`src/asp_pkg.sv`:
```
// asp_pkg: register map, field positions, reset values and timing
package asp_pkg;

  // ***************************************
  // register addresses
  // ***************************************
  localparam logic [7:0] ASP_FMT_ADDR  = 8'h8C;
  localparam logic [7:0] ASP_SLOT_ADDR = 8'h8D;
  localparam logic [7:0] ASP_OFSL_ADDR = 8'h8E;
  localparam logic [7:0] ASP_OFSH_ADDR = 8'h8F;
  localparam logic [7:0] ASP_CLK_ADDR  = 8'h90;
  localparam logic [7:0] ASP_STAT_ADDR = 8'h91;

  // ***************************************
  // reset values and writable bits
  // ***************************************
  localparam logic [7:0] ASP_FMT_RST   = 8'h28;
  localparam logic [7:0] ASP_SLOT_RST  = 8'h40;
  localparam logic [7:0] ASP_OFS_RST   = 8'h00;
  localparam logic [7:0] ASP_CLK_RST   = 8'h01;
  localparam logic [7:0] ASP_SLOT_WMSK = 8'hCF;
  localparam logic [7:0] ASP_OFSH_WMSK = 8'h07;
  localparam logic [7:0] ASP_CLK_WMSK  = 8'h9F;

  // ***************************************
  // field positions
  // ***************************************
  localparam int ASP_EN_BIT   = 7;
  localparam int ASP_CHN_LSB  = 4;
  localparam int ASP_WL_LSB   = 2;
  localparam int ASP_FMT_LSB  = 0;
  localparam int ASP_TDM_BIT  = 7;
  localparam int ASP_OE_BIT   = 6;
  localparam int ASP_MASK_LSB = 0;
  localparam int ASP_MST_BIT  = 7;
  localparam int ASP_WTRI_BIT = 4;
  localparam int ASP_WPOL_BIT = 3;
  localparam int ASP_BPOL_BIT = 2;
  localparam int ASP_BPW_LSB  = 0;

  // ***************************************
  // frame position counter
  // ***************************************
  localparam logic [11:0] ASP_POS_IDLE = 12'hFFE;
  localparam logic [11:0] ASP_POS_ARM  = 12'hFFF;

  // ***************************************
  // timing: master bit clock period
  // ***************************************
  localparam int ASP_CLK_KHZ   = 10000;
  localparam int ASP_BCLK_NS   = 800;
  localparam int ASP_BCLK_HALF = ASP_BCLK_NS * ASP_CLK_KHZ / 2000000;

  typedef enum logic [1:0] {
    ASP_I2S = 2'b00,
    ASP_LJ  = 2'b01,
    ASP_RJ  = 2'b10,
    ASP_DSP = 2'b11
  } asp_fmt_e;

endpackage : asp_pkg

```
`src/asp_fifo.sv`:
```
// asp_fifo: first-in first-out buffer with valid and ready on both sides
`timescale 1ns/10ps
`default_nettype none
module asp_fifo #(
  parameter int W = 32,
  parameter int D = 32
) (
  // clock and reset
  input  wire logic         ref_clk,
  input  wire logic         rst_b,
  // fill side
  input  wire logic [W-1:0] in_data,
  input  wire logic         in_valid,
  output logic              in_ready,
  // drain side
  output logic [W-1:0]      out_data,
  output logic              out_valid,
  input  wire logic         out_ready
);
  localparam int AW = $clog2(D);

  if (D < 2 || (1 << AW) != D) begin : g_chk
    $error("asp_fifo: depth must be a power of two");
  end

  logic [W-1:0] mem_r [D];
  logic [AW:0]  wp_r;
  logic [AW:0]  rp_r;
  wire logic    push = in_valid && in_ready;
  wire logic    pop  = out_valid && out_ready;

  assign in_ready  = (wp_r - rp_r) != (AW+1)'(D);
  assign out_valid = wp_r != rp_r;
  assign out_data  = mem_r[rp_r[AW-1:0]];

  always_ff @(posedge ref_clk or negedge rst_b) begin
    if (!rst_b) begin
      wp_r <= '0;
      rp_r <= '0;
    end else begin
      if (push) wp_r <= wp_r + 1'b1;
      if (pop) rp_r <= rp_r + 1'b1;
    end
  end

  always_ff @(posedge ref_clk) begin
    if (push) mem_r[wp_r[AW-1:0]] <= in_data;
  end

endmodule : asp_fifo
`default_nettype wire

```
`src/asp_port.sv`:
```
// asp_port: audio serial port clocking, framing and slot logic
//
// Functional notes
// - shared-slot mode floats data output except while sending channel data
// - output drive bit zero floats data output; resets to one
// - four-bit mask enables channels 1L,1R,2L,2R individually in shared mode
// - low offset byte delays data by n bit clocks after frame clock
// - three-bit high offset counts delay in units of 256 bit clocks; zero none
// - master drives bit and frame clocks; slave (reset) receives both
// - force bit makes frame clock an input regardless of master bit
// - frame clock polarity bit inverts generated and received frame clock
// - bit clock polarity bit swaps launch and sample edges
// - master frame holds 32, 64, 128 or 256 bit clocks; 64 at reset
// - port enable zero stops all transfer; one enables counted channels
// - format field picks I2S, left, right justified or DSP framing
// - word width field picks 16, 20, 24 or 32 bits; 24 at reset
// - channel count enables none up to all four; codes above reserved
`timescale 1ns/10ps
`default_nettype none
module asp_port
  import asp_pkg::*;
#(
  parameter int BCLK_HALF  = ASP_BCLK_HALF,
  parameter int FIFO_DEPTH = 32
) (
  // clock and reset
  input  wire logic        ref_clk,
  input  wire logic        rst_b,
  // register port
  input  wire logic        reg_wr,
  input  wire logic        reg_rd,
  input  wire logic [7:0]  reg_addr,
  input  wire logic [7:0]  reg_wdata,
  output logic      [7:0]  reg_rdata,
  // transmit samples in
  input  wire logic [31:0] tx_data,
  input  wire logic        tx_valid,
  output logic             tx_ready,
  // received samples out
  output logic      [31:0] rx_data,
  output logic      [1:0]  rx_chan,
  output logic             rx_valid,
  // bit clock pin
  input  wire logic        bclk_in,
  output logic             bclk_out,
  output logic             bclk_oe_b,
  // frame clock pin
  input  wire logic        wclk_in,
  output logic             wclk_out,
  output logic             wclk_oe_b,
  // serial data pins
  input  wire logic        serial_data_in,
  output logic             serial_data_out,
  output logic             sdo_oe_b
);

  if (BCLK_HALF < 1 || FIFO_DEPTH < 2) begin : g_chk
    $error("asp_port: BCLK_HALF and FIFO_DEPTH out of range");
  end

  // ***************************************
  // helpers
  // ***************************************
  function automatic logic [11:0] wl_bits(input logic [1:0] c);
    case (c)
      2'b00:   wl_bits = 12'd16;
      2'b01:   wl_bits = 12'd20;
      2'b10:   wl_bits = 12'd24;
      default: wl_bits = 12'd32;
    endcase
  endfunction : wl_bits

  function automatic logic in_win(input logic [11:0] pos,
                                  input logic [11:0] st,
                                  input logic [11:0] wl);
    in_win = ({1'b0, pos} >= {1'b0, st}) &&
             ({1'b0, pos} < ({1'b0, st} + {1'b0, wl}));
  endfunction : in_win

  // ***************************************
  // register file
  // ***************************************
  logic [7:0] port_format_control_r;
  logic [7:0] slot_sharing_control_r;
  logic [7:0] data_offset_low_r;
  logic [7:0] data_offset_high_r;
  logic [7:0] port_clocking_control_r;
  logic [7:0] reg_rdata_r;
  logic [7:0] rd_nxt;
  logic [7:0] status_w;

  wire logic wr_fmt  = reg_wr && reg_addr == ASP_FMT_ADDR;
  wire logic wr_slot = reg_wr && reg_addr == ASP_SLOT_ADDR;
  wire logic wr_ofsl = reg_wr && reg_addr == ASP_OFSL_ADDR;
  wire logic wr_ofsh = reg_wr && reg_addr == ASP_OFSH_ADDR;
  wire logic wr_clk  = reg_wr && reg_addr == ASP_CLK_ADDR;

  always_ff @(posedge ref_clk or negedge rst_b) begin
    if (!rst_b) begin
      port_format_control_r   <= ASP_FMT_RST;
      slot_sharing_control_r  <= ASP_SLOT_RST;
      data_offset_low_r       <= ASP_OFS_RST;
      data_offset_high_r      <= ASP_OFS_RST;
      port_clocking_control_r <= ASP_CLK_RST;
    end else begin
      if (wr_fmt) port_format_control_r <= reg_wdata;
      if (wr_slot) slot_sharing_control_r <= reg_wdata & ASP_SLOT_WMSK;
      if (wr_ofsl) data_offset_low_r <= reg_wdata;
      if (wr_ofsh) data_offset_high_r <= reg_wdata & ASP_OFSH_WMSK;
      if (wr_clk) port_clocking_control_r <= reg_wdata & ASP_CLK_WMSK;
    end
  end

  always_comb begin
    if (reg_addr == ASP_FMT_ADDR) rd_nxt = port_format_control_r;
    else if (reg_addr == ASP_SLOT_ADDR) rd_nxt = slot_sharing_control_r;
    else if (reg_addr == ASP_OFSL_ADDR) rd_nxt = data_offset_low_r;
    else if (reg_addr == ASP_OFSH_ADDR) rd_nxt = data_offset_high_r;
    else if (reg_addr == ASP_CLK_ADDR) rd_nxt = port_clocking_control_r;
    else if (reg_addr == ASP_STAT_ADDR) rd_nxt = status_w;
    else rd_nxt = 8'h00;
  end

  always_ff @(posedge ref_clk or negedge rst_b) begin
    if (!rst_b) reg_rdata_r <= 8'h00;
    else if (reg_rd) reg_rdata_r <= rd_nxt;
  end
  assign reg_rdata = reg_rdata_r;

  // ***************************************
  // field decode
  // ***************************************
  wire logic       port_en   = port_format_control_r[ASP_EN_BIT];
  wire logic [2:0] active_channel_count =
    port_format_control_r[ASP_CHN_LSB +: 3];
  wire logic [11:0] wl12 =
    wl_bits(port_format_control_r[ASP_WL_LSB +: 2]);
  wire asp_fmt_e   fmt =
    asp_fmt_e'(port_format_control_r[ASP_FMT_LSB +: 2]);
  wire logic       tdm_en    = slot_sharing_control_r[ASP_TDM_BIT];
  wire logic       out_en    = slot_sharing_control_r[ASP_OE_BIT];
  wire logic [3:0] slot_channel_mask =
    slot_sharing_control_r[ASP_MASK_LSB +: 4];
  wire logic       master    = port_clocking_control_r[ASP_MST_BIT];
  wire logic       wclk_frc  = port_clocking_control_r[ASP_WTRI_BIT];
  wire logic       wclk_pol  = port_clocking_control_r[ASP_WPOL_BIT];
  wire logic       bclk_pol  = port_clocking_control_r[ASP_BPOL_BIT];
  wire logic [8:0] frame_len =
    9'd32 << port_clocking_control_r[ASP_BPW_LSB +: 2];
  wire logic [11:0] half12   = {4'h0, frame_len[8:1]};
  wire logic [11:0] ofs_w    =
    {1'b0, data_offset_high_r[2:0], data_offset_low_r};
  wire logic       fmt_i2s   = fmt == ASP_I2S;
  wire logic       fmt_dsp   = fmt == ASP_DSP;
  wire logic       wdrive    = master && !wclk_frc;

  // ***************************************
  // pin synchronisers
  // ***************************************
  logic [2:0] pin_s1_r;
  logic [2:0] pin_s2_r;

  always_ff @(posedge ref_clk or negedge rst_b) begin
    if (!rst_b) begin
      pin_s1_r <= 3'h0;
      pin_s2_r <= 3'h0;
    end else begin
      pin_s1_r <= {serial_data_in, wclk_in, bclk_in};
      pin_s2_r <= pin_s1_r;
    end
  end

  // ***************************************
  // master clock generation
  // ***************************************
  logic [15:0] div_r;
  logic        bclk_pin_r;
  logic [8:0]  fcnt_r;
  logic        wclk_pin_r;
  logic        bclk_q_r;
  logic        wclk_q_r;

  wire logic tick = master && div_r == 16'(BCLK_HALF - 1);

  always_ff @(posedge ref_clk or negedge rst_b) begin
    if (!rst_b) begin
      div_r      <= 16'h0000;
      bclk_pin_r <= 1'b0;
    end else if (!master) begin
      div_r      <= 16'h0000;
      bclk_pin_r <= bclk_pol;
    end else begin
      div_r      <= tick ? 16'h0000 : div_r + 16'h0001;
      if (tick) bclk_pin_r <= !bclk_pin_r;
    end
  end

  // ***************************************
  // edge detection
  // ***************************************
  wire logic bclk_lvl = master ? bclk_pin_r : pin_s2_r[0];
  wire logic wclk_lvl = wdrive ? wclk_pin_r : pin_s2_r[1];
  wire logic bclk_eff = bclk_lvl ^ bclk_pol;
  wire logic wclk_eff = wclk_lvl ^ wclk_pol ^ fmt_i2s;
  wire logic launch   = bclk_q_r && !bclk_eff;
  wire logic sample   = !bclk_q_r && bclk_eff;
  wire logic fstart   = sample && wclk_eff && !wclk_q_r;

  wire logic [8:0] fcnt_nxt =
    (fcnt_r >= frame_len - 9'd1) ? 9'h000 : fcnt_r + 9'h001;
  wire logic mark =
    fmt_dsp ? (fcnt_nxt == 9'h000) : (fcnt_nxt < frame_len[8:1]);

  always_ff @(posedge ref_clk or negedge rst_b) begin
    if (!rst_b) begin
      bclk_q_r   <= 1'b0;
      wclk_q_r   <= 1'b0;
      fcnt_r     <= 9'h000;
      wclk_pin_r <= 1'b0;
    end else begin
      bclk_q_r <= bclk_eff;
      // while off, follow the pin so enabling finds no stale frame edge
      if (sample || !port_en) wclk_q_r <= wclk_eff;
      if (launch && master) begin
        fcnt_r     <= fcnt_nxt;
        wclk_pin_r <= mark ^ wclk_pol ^ fmt_i2s;
      end
    end
  end

  // ***************************************
  // frame position and slots
  // ***************************************
  logic [11:0] pos_r;
  logic [11:0] start_w [4];
  logic [3:0]  ch_on;
  logic [3:0]  in_l;
  logic [3:0]  first_l;
  logic [3:0]  in_s;
  logic [3:0]  last_s;
  logic [1:0]  rx_idx;

  wire logic [11:0] pos_nxt =
    (pos_r == ASP_POS_IDLE) ? pos_r : pos_r + 12'h001;
  wire logic [11:0] rj_base = (half12 > wl12) ? half12 - wl12 : 12'h000;
  wire logic [11:0] base_w  = (fmt == ASP_LJ) ? 12'h000 :
                              (fmt == ASP_RJ) ? rj_base : 12'h001;

  always_ff @(posedge ref_clk or negedge rst_b) begin
    if (!rst_b) pos_r <= ASP_POS_IDLE;
    else if (!port_en) pos_r <= ASP_POS_IDLE;
    else if (fstart) pos_r <= ASP_POS_ARM;
    else if (launch) pos_r <= pos_nxt;
  end

  for (genvar k = 0; k < 4; k++) begin : g_slot
    assign start_w[k] = base_w + ofs_w +
      (fmt_dsp ? 12'(k) * wl12 :
       ((k % 2 == 1) ? half12 : 12'h000) +
       ((k / 2 == 1) ? wl12 : 12'h000));
    assign ch_on[k] = port_en &&
      (3'(k) < active_channel_count) &&
      (!tdm_en || slot_channel_mask[k]);
    assign in_l[k]    = ch_on[k] && in_win(pos_nxt, start_w[k], wl12);
    assign first_l[k] = ch_on[k] && pos_nxt == start_w[k];
    assign in_s[k]    = ch_on[k] && in_win(pos_r, start_w[k], wl12);
    assign last_s[k]  = ch_on[k] &&
      pos_r == start_w[k] + wl12 - 12'h001;
  end

  always_comb begin
    rx_idx = 2'b00;
    for (int i = 0; i < 4; i++) begin
      if (last_s[i]) rx_idx = 2'(i);
    end
  end

  // ***************************************
  // transmit path
  // ***************************************
  logic [31:0] fifo_data;
  logic        fifo_valid;
  logic [31:0] tx_sh_r;
  logic        sdo_r;
  logic        drive_r;

  wire logic        tx_load = launch && |first_l;
  wire logic [31:0] tx_word = fifo_valid ? fifo_data : 32'h0000_0000;

  asp_fifo #(
    .W (32),
    .D (FIFO_DEPTH)
  ) u_fifo (
    .ref_clk   (ref_clk),
    .rst_b     (rst_b),
    .in_data   (tx_data),
    .in_valid  (tx_valid),
    .in_ready  (tx_ready),
    .out_data  (fifo_data),
    .out_valid (fifo_valid),
    .out_ready (tx_load)
  );

  always_ff @(posedge ref_clk or negedge rst_b) begin
    if (!rst_b) begin
      tx_sh_r <= 32'h0000_0000;
      sdo_r   <= 1'b0;
      drive_r <= 1'b0;
    end else if (launch) begin
      drive_r <= |in_l;
      if (tx_load) begin
        sdo_r   <= tx_word[31];
        tx_sh_r <= {tx_word[30:0], 1'b0};
      end else if (|in_l) begin
        sdo_r   <= tx_sh_r[31];
        tx_sh_r <= {tx_sh_r[30:0], 1'b0};
      end else begin
        sdo_r   <= 1'b0;
      end
    end
  end

  assign serial_data_out = sdo_r;
  assign sdo_oe_b =
    !(out_en && port_en && (!tdm_en || drive_r));

  // ***************************************
  // receive path
  // ***************************************
  logic [31:0] rx_sh_r;
  logic [31:0] rx_data_r;
  logic [1:0]  rx_chan_r;
  logic        rx_valid_r;

  wire logic [31:0] rx_full = {rx_sh_r[30:0], pin_s2_r[2]};
  wire logic        rx_done = sample && |last_s;

  always_ff @(posedge ref_clk or negedge rst_b) begin
    if (!rst_b) begin
      rx_sh_r    <= 32'h0000_0000;
      rx_data_r  <= 32'h0000_0000;
      rx_chan_r  <= 2'b00;
      rx_valid_r <= 1'b0;
    end else begin
      rx_valid_r <= rx_done;
      if (sample && |in_s) rx_sh_r <= rx_full;
      if (rx_done) begin
        rx_data_r <= rx_full << (6'd32 - wl12[5:0]);
        rx_chan_r <= rx_idx;
      end
    end
  end

  assign rx_data  = rx_data_r;
  assign rx_chan  = rx_chan_r;
  assign rx_valid = rx_valid_r;

  // ***************************************
  // pin drivers and status
  // ***************************************
  assign bclk_out  = bclk_pin_r;
  assign bclk_oe_b = !master;
  assign wclk_out  = wclk_pin_r;
  assign wclk_oe_b = !wdrive;
  assign status_w  = {3'b000, !sdo_oe_b, wdrive, master,
                      !tx_ready, !fifo_valid};
endmodule : asp_port
`default_nettype wire

```
`config.mk`:
```
export PLATFORM = sky130hd
export DESIGN_NAME = asp_port
export DESIGN_NICKNAME = d
export VERILOG_FILES = /design/src/asp_pkg.sv /design/src/asp_fifo.sv /design/src/asp_port.sv
export SDC_FILE = /design/constraint.sdc
export NUM_CORES = 2
export LEC_CHECK = 0
export BUFFER_PORTS_ARGS = -buffer_cell sky130_fd_sc_hd__buf_2
export CAP_MARGIN = 20
export CORE_MARGIN = 2
export CORE_UTILIZATION = 45
export DETAILED_ROUTE_END_ITERATION = 8
export HOLD_SLACK_MARGIN = 0.03
export RECOVER_POWER = 25
export SLEW_MARGIN = 15
export SYNTH_ARGS = -nofsm -noshare
export SYNTH_HDL_FRONTEND = slang
export SYNTH_SLANG_ARGS = --single-unit
```
`constraint.sdc`:
```
create_clock -name ref_clk -period 9.95 [get_ports ref_clk]
set_input_delay 2.985 -clock ref_clk [delete_from_list [all_inputs] [get_ports ref_clk]]
set_output_delay 2.985 -clock ref_clk [all_outputs]
set_load 0.02 [all_outputs]
```
==> metrics.csv <==
metric;value;unit
max-cap violation count;0;
clk sinks;1221;
worst hold-check path type;flop to flop;
fin crit share;0.919;
FF-to-FF path depth;29;
RSZ-0062 raised after global routing;no;
number of CTS-inserted buffers;131;
Worst path max stage delay;0.92;ns
CP delay by family, top;compound AO/OA/AOI/OAI gates;
WS Path Type;flop to flop;
Area contributors post-synth;edfxtp_1 (53%), mux4_2 (13%), dfrtp_1 (7.9%), ha_1 (6.6%), mux2_2 (1.8%);
Die X;362;microns
number of global-route vias before repair;32900;
Slowest cell on crit path;o311ai_0;
area fraction of the dominant cell type after synthesis;0.532;
Initial Utilization;0.453;
drt pass-1 iters;6;
sequential share of power;0.467;
synthesized area;57800;sq um
Rel. slew slack;0.126;
CP Depth;29;
post_cts resized;0;
switching part of the total power;0.268;
port bufs;105;
Comb pwr share;0.162;
Seq/Total Area, Yosys;0.618;
Main synth FF type;edfxtp_1;
worst hold slack;0.346;ns
setup TNS;0;ns
die footprint;131000;sq um
actual slew at the worst max-slew pin;1.31;ns
Worst Slack Setup Final;0.805;ns
Design Power;12.8;mW
routed via count;32600;
Cells after Synth;3602;
clock buffer depth;3;
All-Layer GR Usage;0.232;
run status;finished, final reports clean;
HPWL after DPL;91.3;mm
first-pass GRT wire length;223;mm
Crit path required time;10.64;ns
final wirelength;151;mm
GRT overflow;0;
Routed Antenna Nets;0;
CP endpoint kind;flop;
clock slew at reported path FFs;0.06;ns
fraction of layout cells with a size suffix above 1;0.217;
Residual DRC;0;
largest net degree at the start of global routing;126;
Pint;9.33;mW
Worst VDD drop;0.183;mV
Post-CTS Hold Buffers;0;
Final min period;9.15;ns
Syn-to-layout area delta;12.1;%
FFs w/ async S/R, synth;0.161;
CP endpoint;tx_sh_r[27];
vias per inst;5.89;
Final Slew Violations;0;
clock power share;0.371;
initial antenna violation count;4;
Netlist cell types;92;
clk_lat worst skew;0.78;ns
Nets;4137;
initial DRC count;3040;
Synth area leader;edfxtp_1;
core box area;128000;sq um
Routability Congestion;0.891;
wire per inst;27.3;microns
Post-synth EDFFs;1024;
CP Buf/Inv Count;4;
Leakage;22.6;nW
Worst Setup Start Kind;flop;
Fin Clk Skew;0.0350;ns
Die Y-Extent;362;microns
H-tree Lvls;4;
clock root buffer;clkbuf_16;
post-place setup slack;0.925;ns
# rows;131;
CTS tree;yes;
Mapped Avg Cell Area;16.0;sq um
Final Hold Fails;0;
Post-CTS Setup Bufs;0;
Yosys Warn Count;0;
final setup violation count;0;
CP startpoint;port_format_control_r[3];
IO Pins;106;
PwrDens;197;nW/um^2
P_sw;3.42;mW
reg2reg end;tx_sh_r[27];
reg2reg setup slack;0.80;ns
crit path DAT;9.84;ns
register bit total from synthesis;1221;
maximum clock rate;109;MHz
worst r2r src;port_format_control_r[3];
CP max FO;22;
most used cell along the critical path;ha_1;
==> final cells by class <==
cell class | count | area (sq um)
sequential | 1221 | 35700
antenna | 2 | 5.00
fill | 10500 | 62800
tap | 1662 | 2080
inverter | 141 | 539
timing repair buffer | 174 | 1060
clock buffer | 176 | 3660
clock inverter | 60 | 490
multi-input combinational | 2097 | 21200
==> power by group through the flow <==
stage / clock network, mW / logic, mW / registers [mW]
after floorplan: 0 / 1.39 / 6.01
after global placement: 0 / 2.05 / 6.04
after detailed placement: 0 / 2.06 / 6.05
after CTS: 4.84 / 2.08 / 5.95
after global routing: 5.03 / 2.30 / 5.97
final: 4.73 / 2.07 / 5.95
==> metrics by stage <==
stage	std cells	cell area, sq um	utilization
floorplan	3605	57800	-
global placement	5294	60600	0.475
detailed placement	5295	60600	0.475
CTS	5531	64800	0.508
global route	5533	64800	0.508
finish	5533	64800	0.508
==> worst reg2reg max path: cells and delay by family, from the launching register on <==
family	cells	cell delay (ns)
compound gates	10	3.26
fa+ha+maj	7	2.53
xor+xnor	3	1.00
buf+inv	4	0.92
simple gates	5	0.77
flops	1	0.58
==> cell usage in the layout (no fill, tap or decap), drive strengths merged, types with 26 or more instances in the layout <==
cell type | Yosys | routed
a21oi | 162 | 162
nor3 | 32 | 32
edfxtp | 1024 | 1024
clkinv | 3 | 47
nor2 | 158 | 158
inv | 138 | 148
nand4 | 26 | 26
xnor2 | 113 | 113
xor2 | 65 | 65
nand3 | 54 | 54
mux2 | 99 | 99
o21ai | 101 | 101
clkbuf | 83 | 204
a211oi | 26 | 26
ha | 304 | 304
a21o | 58 | 58
nor2b | 31 | 31
buf | 63 | 146
nand2 | 185 | 185
mux4 | 325 | 325
a221o | 32 | 32
mux2i | 40 | 40
dfrtp | 182 | 182
==> cell usage after synthesis, types with 10 or more instances <==
cell,n
a211oi_1,24
a21o_1,56
a21oi_1,162
a221o_1,31
a31oi_1,10
and2_1,10
and3_1,19
buf_1,40
buf_2,14
clkbuf_1,83
dfrtp_1,182
dfstp_2,15
edfxtp_1,1024
fa_1,11
ha_1,304
inv_1,135
mux2_2,90
mux2i_1,40
mux4_2,325
nand2_1,185
nand2b_1,21
nand3_1,53
nand4_1,25
nor2_1,157
nor2b_1,31
nor3_1,31
nor3b_1,12
nor4_1,15
o211ai_1,20
o21a_1,14
o21ai_0,98
o22ai_1,11
o31ai_1,10
or3_1,16
xnor2_1,113
xor2_1,65
==> cell families after synthesis <==
kind of cell	after synthesis	synth area share
flops	1221	0.618
compound gates	518	0.0596
mux	464	0.153
xor+xnor	179	0.0274
simple gates	609	0.0510
buf+inv	287	0.0198
other cells	2	0.000130
fa+ha+maj	322	0.0709
==> per-layer routing <==
layer | part of all wire | global-route usage
met1 | 0.42 | 0.312
met2 | 0.50 | 0.390
met3 | 0.055 | 0.0348
met4 | 0.030 | 0.0752
met5 | 0 | 0
==> how the worst min path moves through the flow <==
stage	from	endpoint	slack (ns)	cells past startpoint
2_1_floorplan	pin_s1_r[0]	pin_s2_r[0]	0.33	0
3_3_place_gp	pin_s1_r[0]	pin_s2_r[0]	0.34	0
3_5_place_dp	pin_s1_r[0]	pin_s2_r[0]	0.34	0
4_1_cts	pin_s1_r[0]	pin_s2_r[0]	0.35	0
5_1_grt	pin_s1_r[0]	pin_s2_r[0]	0.36	0
6_report	pin_s1_r[0]	pin_s2_r[0]	0.35	0
==> sequential cells by signal, summed over array words and instances, names as in the netlist, 2 cells and up <==
signal and cells:
u_fifo.mem_r 1024, rx_data 32, rx_sh_r 31, tx_sh_r 31
div_r 16, pos_r 12, fcnt_r 9, data_offset_low_r 8
port_format_control_r 8, reg_rdata 8, port_clocking_control_r 6, slot_sharing_control_r 6
u_fifo.rp_r 6, u_fifo.wp_r 6, data_offset_high_r 3, pin_s1_r 3
pin_s2_r 3, rx_chan 2
Power figures use the tool's default switching activity.
